## config.mk

```make
export PLATFORM = sky130hd
export DESIGN_NAME = mtd_mac_ctrl
export DESIGN_NICKNAME = d
export VERILOG_FILES = /design/src/hw/mtd_pkg.sv /design/src/hw/mtd_mac_ctrl.sv /design/src/hw/mtd_skid.sv /design/src/hw/mtd_bit_tick.sv
export SDC_FILE = /design/constraint.sdc
export NUM_CORES = 1
export LEC_CHECK = 0
export BUFFER_PORTS_ARGS = -buffer_cell sky130_fd_sc_hd__buf_2
export CORE_UTILIZATION = 55
export DETAILED_ROUTE_END_ITERATION = 10
export PLACE_DENSITY = 0.79
export SLEW_MARGIN = 20
export SYNTH_ARGS = -nofsm -noshare
export SYNTH_HDL_FRONTEND = slang
export SYNTH_SLANG_ARGS = --single-unit
```

## constraint.sdc

```tcl
create_clock -name clock -period 2.5 [get_ports clock]
set_input_delay 0.25 -clock clock [delete_from_list [all_inputs] [get_ports clock]]
set_output_delay 0.25 -clock clock [all_outputs]
set_load 0.05 [all_outputs]
```

## src/hw/mtd_pkg.sv

```systemverilog
// constants for the mac transmit/receive enable and deferral control block
// assumes a 20 mhz clock and a 10 mbit/s line, one bit time per two clocks
package mtd_pkg;
  localparam int unsigned CLK_HZ = 20000000;
  localparam int unsigned BIT_RATE_HZ = 10000000;
  localparam int unsigned CLKS_PER_BIT = CLK_HZ / BIT_RATE_HZ;
  localparam int unsigned DEFER_LIMIT_BITS = 24288;
  localparam int unsigned SLOT_BITS = 512;
  localparam logic [8:0] SLOT_BITS_M1 = 9'(SLOT_BITS - 1);
  localparam logic [3:0] BACKOFF_LIMIT_10 = 4'h0;
  localparam logic [3:0] BACKOFF_LIMIT_8 = 4'h1;
  localparam logic [3:0] BACKOFF_LIMIT_4 = 4'h2;
  localparam logic [3:0] BACKOFF_LIMIT_1 = 4'h3;
  localparam logic [11:0] CTRL_OFFSET = 12'h000;
  localparam logic [11:0] STAT_OFFSET = 12'h004;
  localparam int unsigned CTRL_TRANSMIT_ENABLE_BIT = 3;
  localparam int unsigned CTRL_RECEIVE_ENABLE_BIT = 2;
  localparam int unsigned CTRL_DEFERRAL_CHECK_ENABLE_BIT = 5;
  localparam int unsigned CTRL_BACKOFF_LIMIT_LSB = 6;
  localparam logic [31:0] CTRL_RESET = 32'h0000_0000;
  localparam int unsigned STAT_DEFER_ABORT_BIT = 0;
  localparam int unsigned STAT_TX_BUSY_BIT = 1;
  localparam int unsigned STAT_BACKOFF_BIT = 2;
  localparam int unsigned STAT_DEFER_CNT_LSB = 16;
  typedef enum logic [2:0] {MTD_IDLE, MTD_DEFER, MTD_SEND, MTD_BACKOFF, MTD_ABORT} mtd_tx_e;
endpackage

```

## src/hw/mtd_mac_ctrl.sv

```systemverilog
// mac transmit/receive enable, back-off truncation and excessive-deferral abort, with apb registers
// assumes carrier sense and receive bytes arrive from the phy asynchronously; tx bytes leave on the same clock
`timescale 1ns/1ps

module mtd_mac_ctrl
  import mtd_pkg::*;
(
  // clock and reset
  input wire logic clock,
  input wire logic rst_n,
  // apb slave
  input wire logic psel,
  input wire logic penable,
  input wire logic pwrite,
  input wire logic [11:0] paddr,
  input wire logic [31:0] pwdata,
  output logic [31:0] prdata,
  output logic pready,
  output logic pslverr,
  // transmit buffer side
  input wire logic tx_frame_ready,
  input wire logic [7:0] tx_in_data,
  input wire logic tx_in_valid,
  input wire logic tx_in_last,
  output logic tx_in_ready,
  input wire logic tx_collision,
  // line side transmit
  output logic [7:0] tx_line_data,
  output logic tx_line_valid,
  output logic tx_line_last,
  input wire logic tx_line_ready,
  output logic tx_abort,
  // phy status and receive
  input wire logic phy_crs,
  input wire logic [7:0] phy_rx_data,
  input wire logic phy_rx_valid,
  // receive buffer side
  output logic [7:0] rx_out_data,
  output logic rx_out_valid,
  input wire logic rx_out_ready,
  output logic rx_overrun
);
  import mtd_pkg::*;

  logic [31:0] ctrl_r;
  logic defer_abort_r;
  mtd_tx_e state_r;
  logic [14:0] defer_cnt_r;
  logic [9:0] slots_r;
  logic [8:0] slot_div_r;
  logic [15:0] lfsr_r;
  logic [1:0] crs_sync_r;
  logic [1:0] rxv_sync_r;
  logic [7:0] rxd_s1_r;
  logic [7:0] rxd_s2_r;
  logic rx_prev_r;
  logic bit_tick;
  logic transmit_enable;
  logic receive_enable;
  logic deferral_check_enable;
  logic [3:0] backoff_limit;
  logic crs;
  logic apb_acc;
  logic addr_ok;
  logic rx_push;
  logic rx_buf_ready;
  logic [7:0] sk_data;
  logic sk_valid;
  logic sk_ready;
  logic [7:0] rx_q_data;
  logic rx_q_valid;

  // random value truncated by the back-off limit to 8, 4 or 1 bits; limit 10 also keeps only 4 bits
  function automatic logic [9:0] backoff_mask(input logic [3:0] lim, input logic [15:0] rnd);
    logic [9:0] m;
    m = 10'h3ff;
    case (lim)
      BACKOFF_LIMIT_10: m = 10'h00f;
      BACKOFF_LIMIT_8: m = 10'h0ff;
      BACKOFF_LIMIT_4: m = 10'h00f;
      BACKOFF_LIMIT_1: m = 10'h001;
      default: m = 10'h00f;
    endcase
    return rnd[9:0] & m;
  endfunction

  assign transmit_enable = ctrl_r[CTRL_TRANSMIT_ENABLE_BIT];
  assign receive_enable = ctrl_r[CTRL_RECEIVE_ENABLE_BIT];
  assign deferral_check_enable = ctrl_r[CTRL_DEFERRAL_CHECK_ENABLE_BIT];
  assign backoff_limit = {2'b00, ctrl_r[CTRL_BACKOFF_LIMIT_LSB +: 2]};
  assign crs = crs_sync_r[1];
  assign apb_acc = psel && penable && pready;
  assign addr_ok = (paddr == CTRL_OFFSET) || (paddr == STAT_OFFSET);

  mtd_bit_tick u_tick
  (
    .clock(clock),
    .rst_n(rst_n),
    .bit_tick(bit_tick)
  );

  // apb: one wait state, answer in the access cycle's second edge
  always_ff @(posedge clock)
  begin
    if (!rst_n)
    begin
      pready <= 1'b0;
      pslverr <= 1'b0;
      prdata <= 32'h0000_0000;
    end
    else
    begin
      pready <= psel && penable && !pready;
      pslverr <= psel && penable && !pready && !addr_ok;
      if (psel && penable && !pready && !pwrite)
      begin
        if (paddr == CTRL_OFFSET)
          prdata <= ctrl_r;
        else if (paddr == STAT_OFFSET)
          prdata <= {1'b0, defer_cnt_r, 13'h0000, (state_r == MTD_BACKOFF), (state_r != MTD_IDLE), defer_abort_r};
        else
          prdata <= 32'h0000_0000;
      end
    end
  end

  always_ff @(posedge clock)
  begin
    if (!rst_n)
      ctrl_r <= CTRL_RESET;
    else if (apb_acc && pwrite && paddr == CTRL_OFFSET)
      ctrl_r <= pwdata & 32'h0000_00ec;
  end

  // sticky abort flag, set wins over write-one-to-clear
  always_ff @(posedge clock)
  begin
    if (!rst_n)
      defer_abort_r <= 1'b0;
    else if (state_r == MTD_DEFER && bit_tick && deferral_check_enable && defer_cnt_r >= 15'(DEFER_LIMIT_BITS))
      defer_abort_r <= 1'b1;
    else if (apb_acc && pwrite && paddr == STAT_OFFSET && pwdata[STAT_DEFER_ABORT_BIT])
      defer_abort_r <= 1'b0;
  end

  // synchronisers for phy inputs
  always_ff @(posedge clock)
  begin
    if (!rst_n)
    begin
      crs_sync_r <= 2'b00;
      rxv_sync_r <= 2'b00;
      rxd_s1_r <= 8'h00;
      rxd_s2_r <= 8'h00;
      rx_prev_r <= 1'b0;
    end
    else
    begin
      crs_sync_r <= {crs_sync_r[0], phy_crs};
      rxv_sync_r <= {rxv_sync_r[0], phy_rx_valid};
      rxd_s1_r <= phy_rx_data;
      rxd_s2_r <= rxd_s1_r;
      rx_prev_r <= rxv_sync_r[1];
    end
  end

  always_ff @(posedge clock)
  begin
    if (!rst_n)
      lfsr_r <= 16'hace1;
    else
      lfsr_r <= {lfsr_r[14:0], lfsr_r[15] ^ lfsr_r[13] ^ lfsr_r[12] ^ lfsr_r[10]};
  end

  // transmit sequencer
  always_ff @(posedge clock)
  begin
    if (!rst_n)
    begin
      state_r <= MTD_IDLE;
      defer_cnt_r <= 15'h0000;
      slots_r <= 10'h000;
      slot_div_r <= 9'h000;
    end
    else
    begin
      case (state_r)
        MTD_IDLE:
        begin
          defer_cnt_r <= 15'h0000;
          if (transmit_enable && tx_frame_ready)
            state_r <= crs ? MTD_DEFER : MTD_SEND;
        end
        MTD_DEFER:
        begin
          if (!transmit_enable)
            state_r <= MTD_IDLE;
          else if (!crs)
            state_r <= MTD_SEND;
          else if (bit_tick)
          begin
            if (deferral_check_enable && defer_cnt_r >= 15'(DEFER_LIMIT_BITS))
              state_r <= MTD_ABORT;
            else if (defer_cnt_r != 15'h7fff)
              defer_cnt_r <= defer_cnt_r + 15'h0001;
          end
        end
        MTD_SEND:
        begin
          if (tx_collision)
          begin
            state_r <= MTD_BACKOFF;
            slots_r <= backoff_mask(backoff_limit, lfsr_r);
            slot_div_r <= SLOT_BITS_M1;
          end
          else if (tx_line_valid && tx_line_ready && tx_line_last)
            state_r <= MTD_IDLE;
        end
        MTD_BACKOFF:
        begin
          defer_cnt_r <= 15'h0000;
          if (slots_r == 10'h000)
            state_r <= MTD_IDLE;
          else if (bit_tick)
          begin
            // one divider step per bit time, reload after a full slot
            if (slot_div_r == 9'h000)
            begin
              slot_div_r <= SLOT_BITS_M1;
              slots_r <= slots_r - 10'h001;
            end
            else
              slot_div_r <= slot_div_r - 9'h001;
          end
        end
        MTD_ABORT:
          state_r <= MTD_IDLE;
        default:
          state_r <= MTD_IDLE;
      endcase
    end
  end

  always_ff @(posedge clock)
  begin
    if (!rst_n)
      tx_abort <= 1'b0;
    else
      tx_abort <= (state_r == MTD_ABORT);
  end

  // transmit data path through two-entry buffer, gated by sending state
  mtd_skid u_tx_buf
  (
    .clock(clock),
    .rst_n(rst_n),
    .in_data(tx_in_data),
    .in_valid(tx_in_valid && state_r == MTD_SEND && transmit_enable),
    .in_ready(sk_ready),
    .out_data(sk_data),
    .out_valid(sk_valid),
    .out_ready(!tx_line_valid || tx_line_ready)
  );

  assign tx_in_ready = sk_ready && state_r == MTD_SEND && transmit_enable;

  logic last_q_r;
  always_ff @(posedge clock)
  begin
    if (!rst_n)
      last_q_r <= 1'b0;
    else if (tx_in_valid && tx_in_ready)
      last_q_r <= tx_in_last;
  end

  always_ff @(posedge clock)
  begin
    if (!rst_n)
    begin
      tx_line_data <= 8'h00;
      tx_line_valid <= 1'b0;
      tx_line_last <= 1'b0;
    end
    else if (!tx_line_valid || tx_line_ready)
    begin
      tx_line_data <= sk_data;
      tx_line_valid <= sk_valid;
      tx_line_last <= sk_valid && last_q_r;
    end
  end

  // receive path: one byte per rising edge of synchronised valid
  assign rx_push = rxv_sync_r[1] && !rx_prev_r && receive_enable;

  mtd_skid u_rx_buf
  (
    .clock(clock),
    .rst_n(rst_n),
    .in_data(rxd_s2_r),
    .in_valid(rx_push),
    .in_ready(rx_buf_ready),
    .out_data(rx_q_data),
    .out_valid(rx_q_valid),
    .out_ready(!rx_out_valid || rx_out_ready)
  );

  always_ff @(posedge clock)
  begin
    if (!rst_n)
    begin
      rx_out_data <= 8'h00;
      rx_out_valid <= 1'b0;
      rx_overrun <= 1'b0;
    end
    else
    begin
      rx_overrun <= rx_push && !rx_buf_ready;
      if (!rx_out_valid || rx_out_ready)
      begin
        rx_out_data <= rx_q_data;
        rx_out_valid <= rx_q_valid;
      end
    end
  end
endmodule

```

## src/hw/mtd_skid.sv

```systemverilog
// two-entry buffer with valid/ready on both sides
// assumes one clock, synchronous active-low reset
`timescale 1ns/1ps
module mtd_skid
  import mtd_pkg::*;
(
  // clock and reset
  input wire logic clock,
  input wire logic rst_n,
  // fill side
  input wire logic [7:0] in_data,
  input wire logic in_valid,
  output logic in_ready,
  // drain side
  output logic [7:0] out_data,
  output logic out_valid,
  input wire logic out_ready
);
  logic [7:0] mem_r [2];
  logic wp_r;
  logic rp_r;
  logic [1:0] cnt_r;
  logic push;
  logic pop;

  assign in_ready = (cnt_r != 2'd2);
  assign out_valid = (cnt_r != 2'd0);
  assign out_data = mem_r[rp_r];
  assign push = in_valid && in_ready;
  assign pop = out_valid && out_ready;

  always_ff @(posedge clock)
  begin
    if (push)
    begin
      mem_r[wp_r] <= in_data;
    end
  end

  always_ff @(posedge clock)
  begin
    if (!rst_n)
    begin
      wp_r <= 1'b0;
      rp_r <= 1'b0;
      cnt_r <= 2'd0;
    end
    else
    begin
      if (push)
        wp_r <= ~wp_r;
      if (pop)
        rp_r <= ~rp_r;
      cnt_r <= cnt_r + 2'(push) - 2'(pop);
    end
  end
endmodule

```

## src/hw/mtd_bit_tick.sv

```systemverilog
// bit-time enable pulse divider
// assumes the clock rate is a whole multiple of the bit rate
`timescale 1ns/1ps
module mtd_bit_tick
  import mtd_pkg::*;
(
  // clock and reset
  input wire logic clock,
  input wire logic rst_n,
  // one-cycle pulse per bit time
  output logic bit_tick
);
  logic [3:0] div_r;

  always_ff @(posedge clock)
  begin
    if (!rst_n)
    begin
      div_r <= 4'h0;
      bit_tick <= 1'b0;
    end
    else if (div_r == 4'(CLKS_PER_BIT - 1))
    begin
      div_r <= 4'h0;
      bit_tick <= 1'b1;
    end
    else
    begin
      div_r <= div_r + 4'h1;
      bit_tick <= 1'b0;
    end
  end
endmodule

```

== Word level (Yosys, flattened, before mapping) ==
Memory sizes are Yosys's and may differ from the RTL's. A register that Yosys moved wholly into a read port is not among the register bits.
Cells that the tools add are included.
Operators by class
  multiply operators: 0
  $add $sub $neg: 8
  shift operators: 0
  bitwise gates (word level): 9
  mux-type cells: 39
  reductions and logical operators: 57
  order comparisons: 1
  div/mod/pow operators: 0
  equal/unequal tests: 25
Operators by type and width (number)
  two-way mux 15 bit: 5
  two-way mux 10 bit: 7
  two-way mux 31 bit: 2
  two-way mux 9 bit: 4
  one-hot mux 15 bit (2 select lines): 1
  logical AND 1 bit: 29
  two-way mux 3 bit: 8
  one-hot mux 10 bit (2 select lines): 1
  one-hot mux 9 bit (2 select lines): 1
  != test 2 bit (second input constant): 8
  one-hot mux 8 bit (2 select lines): 1
  adder 15 x 1 -> 15 bit (second input constant): 1
  greater-or-equal comparator 15 bit (second input constant): 1
  != test 15 bit (second input constant): 1
  equality test 12 x 3 -> 1 bit (second input constant): 1
  zero test 12 bit: 1
  one-hot mux 3 bit (4 select lines): 1
  bitwise AND 10 bit: 1
  zero test 10 bit: 1
  != test 2 x 1 -> 1 bit (second input constant): 5
  AND reduction 5 bit: 2
  nonzero test 2 bit: 5
  subtractor 10 x 1 -> 10 bit (second input constant): 1
  zero test 1 bit: 9
  23 further kinds: 42
Storage, ports and cells
  input port bits: 73
  bits in read-only memories: 0
  bits in registers: 133
  memory bits (writable): 32
  latch bits: 0
  memories: 2
  logic and storage cells: 170
  output and inout port bits: 56
Memory list
  u_rx_buf.mem_r: depth 2, bits a word 8, rd ports 1, clocked after memory_dff 1, wr ports 1, line mtd_skid.sv:19  | logic [7:0] mem_r [2];
  u_tx_buf.mem_r: depth 2, bits a word 8, rd ports 1, clocked after memory_dff 1, wr ports 1, line mtd_skid.sv:19

== Longest topological paths before layout ==
  word-level depth: 8
  depth in mapped cells: 9

== By module ==
From an unflattened synthesis, not the netlist that was laid out.
Unflattened totals
  cells, all modules: 698
  area total of the unflattened synthesis: 6965.4 um^2
By module, submodules not included
  mtd_mac_ctrl: cells each 575, area an instance 5114.9 um^2, instances 1
  mtd_skid at u_rx_buf: cells each 55, area an instance 835.8 um^2, instances 1
  mtd_skid at u_tx_buf: cells each 49, area an instance 810.8 um^2, instances 1
  mtd_bit_tick: cells each 19, area an instance 203.9 um^2, instances 1

== Worst setup path before layout ==
No wires, ideal clock.
  path kind: flip-flop to flip-flop
  start: register state_r[2]
  end: memory u_tx_buf.mem_r[1][0] (enable)
  setup slack: -0.056 ns
  cell stages (with the launch flop): 5
  buffers on the path: 1
  data arrival time: 2.223 ns
  cell sequence: dfxtp_1 or2_1 clkbuf_1 nor3_1 and3_1
On the way
  word-level cells in the longest chain between the ends: 6
Ends and longest elaborated chain
  start, declared: line mtd_mac_ctrl.sv:47  | mtd_tx_e state_r;
  start signal, assigned: line mtd_mac_ctrl.sv:192  | state_r <= crs ? MTD_DEFER : MTD_SEND;
  equality test 3 x 2 -> 1 bit: line mtd_mac_ctrl.sv:258  | .in_valid(tx_in_valid && state_r == MTD_SEND && transmit_enable),
  logical AND 1 bit (2 in series): line mtd_mac_ctrl.sv:258
  logical AND 1 bit: line mtd_skid.sv:29  | assign push = in_valid && in_ready;
  two-way mux 1 bit: line mtd_skid.sv:34  | if (push)
  two-way mux 1 bit (implied by the code): line mtd_skid.sv:36  | mem_r[wp_r] <= in_data;
  end, declared: line mtd_skid.sv:19
Every way passes these cells.

== Worst setup path in the final report ==
  start: register state_r[0]
  end: register defer_cnt_r[11]
On the way
  word-level cells in the longest chain between the ends: 4
  elaborated cells between the ends (all ways): 12
  classes of those cells: eq/ne: 7; mux: 1; reduce/logical: 4
Ends and longest elaborated chain
  equality test 3 x 2 -> 1 bit or zero test 3 bit (tied branches): line mtd_mac_ctrl.sv:187  | case (state_r)
  OR reduction 2 bit (no source line)
  nonzero test 2 bit (no source line)
  AND reduction 6 bit (no source line)
  end signal, assigned: line mtd_mac_ctrl.sv:205  | defer_cnt_r <= defer_cnt_r + 15'h0001;
  end, declared: line mtd_mac_ctrl.sv:48  | logic [14:0] defer_cnt_r;
Several ways; a longest one is shown, not always the timed one.
A chain may end at the register's enable or synchronous reset.

==> metrics.md <==
| Metric | Value |
|---|---|
| Status | finished clean |
| Largest net degree at the start of global routing | 76 |
| Setup_tns | 0 ns |
| Worst-skew pair later-pin latency | 0.43 ns |
| Max FO, Critical Path | 14 |
| Routed vias/inst | roughly 5.7 |
| Reg2reg start | state_r[0]$_SDFFE_PN0P_ |
| Mux cell area share after synthesis | 4.346% |
| GR Overflow Total | 0 |
| WHS | slightly above 0.01 ns |
| Post-CTS Setup Bufs | 0 |
| WHS Path Cells | 1 |
| Max Cap Viol | 0 |
| RSZ-0062 raised after global routing | no |
| Post-synthesis sequential area ratio | a little over half |
| CP cell instances | and2b_1 -> nand3_1 -> o311ai_0 -> o31ai_1 |
| CP Data Arrival Time | approximately 2.5 ns |
| CTS Sinks | between 150 and 200 |
| GPL Wtd Cong | 0.8927 |
| WL final | between 15,000 and 20,000 um |
| Worst r2r path cells | 4 |
| Skew final | between 0.006 and 0.007 ns |
| Endpoint class of the critical path | flip-flop |
| Root buf cell | clkbuf_16 |
| CTS max path bufs | 2 |
| Initial DRC Count | 568 |
| Synth Area in Compound Gates | 14.09% |
| Starting density of the core | 56.57% |
| Area share of the leading cell type in the synthesized netlist | 38.98% |
| # setup viols final | 0 |
| Nets | 861 |
| HPWL Detailed | 10,030 um |
| GRT Total Usage | a little under a quarter |
| Die width | approximately 120 um |
| Vias after detailed routing | 5,525 |
| Port buffer count | approximately 90 |
| Pwr dens | ~770 nW/um2 |
| Max H-tree Level | 4 |
| First-pass GRT wire length | 24,410 um |
| Largest family of logic cells by synthesized area | simple AND/OR/NAND/NOR gates |
| Yosys cell types | 71 |
| Post-Synth XOR/XNOR Area | 1.717% |
| Hold_sp | tx_in_data[3] |
| Final max-slew violation count | 0 |
| Prevailing post-synth register cell | dfxtp_1 |
| Cell taking the most area after synthesis | dfxtp_1 |
| DR pass1 iterations | 7 |
| Worst Path Required | 2.77 ns |
| Fin. Hold Viols | 0 |
| Clock-pin slew on the worst setup and hold paths | 0.07 ns |
| Worst setup SP type | flip-flop |
| Antenna Nets Post-Route | 0 |
| Max rail drop VDD | 641.8 uV |
| Flops & latches, synth | 171 |
| CTS tree | built |
| Worst Setup SP | state_r[0]$_SDFFE_PN0P_ |
| Fin crit share | 89.70% |
| Initial antenna violation count | 0 |
| Ports | about 130 |
| Worst hold path class | in2reg |
| Leakage power | 3.234 nW |
| Post-synth EDFFs | 32 |
| Row count | ~40 |
| Wire per inst | 15.69 um |
| Max_slew headroom | 54.61% |
| Slowest-stage cell, CP | o311ai_0 |
| Die ar. | 13,440 um2 |
| Flop-to-flop setup slack | 0.26 ns |
| Async SR Flop Fraction | 0% |
| Ant. Diodes | 0 |
| Fin crit period | 2.243 ns |
| Slowest Stage Delay on Critical Path | between 0.6 and 0.7 ns |
| Simple-gate share of the synthesized area | between 20% and 30% |
| Total CTS buffers | 17 |
| Die Height | 115.9 um |
| Vias in the first global route | 5,141 |
| Fraction of layout cells with a size suffix above 1 | 19.75% |
| Post-synthesis adder-cell area fraction | 1.928% |
| Setup CP Type | reg2reg |
| Highest achievable clock rate | roughly 450 MHz |
| Syn avg cell area | 10.24 um2 |
| Worst Tran Pin Value | 0.6746 ns |
| Post-synthesis instance total | 697 |
| Syn-to-layout area delta | 15.39% |
| DRC Markers | 0 |
| Core footprint | 12,620 um2 |
| Yosys warns | 0 |
| Synth top area cells | dfxtp_1 (39%), edfxtp_1 (13%), mux2i_1 (4.3%) |
| Cell Area, Synth | 7139 um2 |
worst paths after layout:
| kind | to |
|---|---|
| worst max register to register | defer_cnt_r[11]$_SDFFE_PN0P_ |
| worst max-delay path | defer_cnt_r[11]$_SDFFE_PN0P_ |
| worst min register to register | lfsr_r[10]$_SDFF_PN1_ |
| worst min-delay path | u_tx_buf.mem_r[0][3]$_DFFE_PP_ |
flip-flops by register name, summed over array words and instances (netlist names), 3 cells and up:
register	cells
ctrl_r	5
slot_div_r	9
rxd_s1_r	8
prdata	22
defer_cnt_r	15
tx_line_data	8
slots_r	10
u_tick.div_r	4
rx_out_data	8
rxd_s2_r	8
state_r	3
u_rx_buf.mem_r	16
u_tx_buf.mem_r	16
lfsr_r	16
layer usage:
metal | track usage (%) | wire length [um]
met5 | 0 | 0
met3 | 6.433 | 703
met4 | 7.863 | 222
met2 | 39.17 | 7582
met1 | 28.90 | 6586
metrics by stage:
stage / cells / setup WS [ns] / power [W] / instance area, um2 / util [%]
6_report: 962 / 0.2574 / 0.006377 / 8238 / 65.28
3_5_place_dp: 929 / 0.3416 / 0.003969 / 7667 / 60.76
3_3_place_gp: 929 / 0.3798 / 0.003928 / 7667 / 60.76
4_1_cts: 961 / 0.3065 / 0.006421 / 8228 / 65.20
5_1_grt: 962 / 0.2019 / 0.006635 / 8238 / 65.28
2_1_floorplan: 706 / 0.4216 / 0.003777 / 7178 / -
power breakdown:
group | internal, W | switching, W | leakage [nW]
clock network | 0.00135 | 0.00112 | 0.278
registers | 0.00295 | 0.000129 | 1.43
logic | 0.000302 | 0.000534 | 1.53
total | 0.00459 | 0.00178 | 3.23
cell type report:
cell class / count / area [um2]
flip-flops and latches: 171 / 3744
multi-input cells: 464 / 3078
clock inverters: 14 / 110.1
clock buffers: 18 / 450.4
inverters: 18 / 67.56
well taps: 172 / 215.2
repair buffers: 105 / 573.1
fillers: 990 / 4382
synthesized netlist by cell type, drive strengths merged (11+ instances only):
master  number
dfxtp      139
nor2        61
nand2       42
and2        32
edfxtp      32
mux2i       31
clkbuf      28
buf         25
nand2b      24
a211oi      22
a21oi       22
a32oi       21
nand3       18
inv         17
nor4        16
nor3        13
o21ai       12
ha          11
cell families (layout without fill, tap and decap cells):
family / count (synthesis) / count (layout)
buf+inv: 71 / 155
fa+ha+maj: 11 / 11
simple gates: 265 / 265
xor+xnor: 14 / 14
mux: 31 / 31
other cells: 1 / 10
compound gates: 133 / 133
flops: 171 / 171
cells in the final DEF, fill, tap and decap left out, types with 6 or more instances in the layout:
cell type / Yosys / layout
o21ai_0: 11 / 11
buf_2: 6 / 92
and2_1: 31 / 31
nand4_1: 6 / 6
conb_1: 1 / 10
edfxtp_1: 32 / 32
inv_1: 17 / 16
nor3_1: 12 / 11
a31oi_1: 6 / 6
nor2b_1: 8 / 8
nand3_1: 18 / 18
nand2b_1: 24 / 24
a32oi_1: 21 / 21
nand2_1: 42 / 42
mux2i_1: 31 / 31
o32ai_1: 7 / 7
xnor2_1: 7 / 7
nor4_1: 14 / 14
a211oi_1: 22 / 22
ha_1: 11 / 11
clkbuf_16: 0 / 18
nor2_1: 61 / 61
and3_1: 7 / 7
a21oi_1: 21 / 21
and4_1: 6 / 6
dfxtp_1: 139 / 139
xor2_1: 7 / 7
buf_4: 14 / 11
critical path, delay by kind of cell, from the launching register on:
kind               cells  cell delay (ns)
AOI/OAI and AO/OA      2             0.85
DFF                    1             0.59
and+or+nand+nor        2             0.66
repair_timing:
item | in CTS | in global routing
resized for setup | 0 | 0
endpoints found under the hold margin | 0 | 2
hold buffers | 0 | 1
Power figures use the tool's default switching activity.
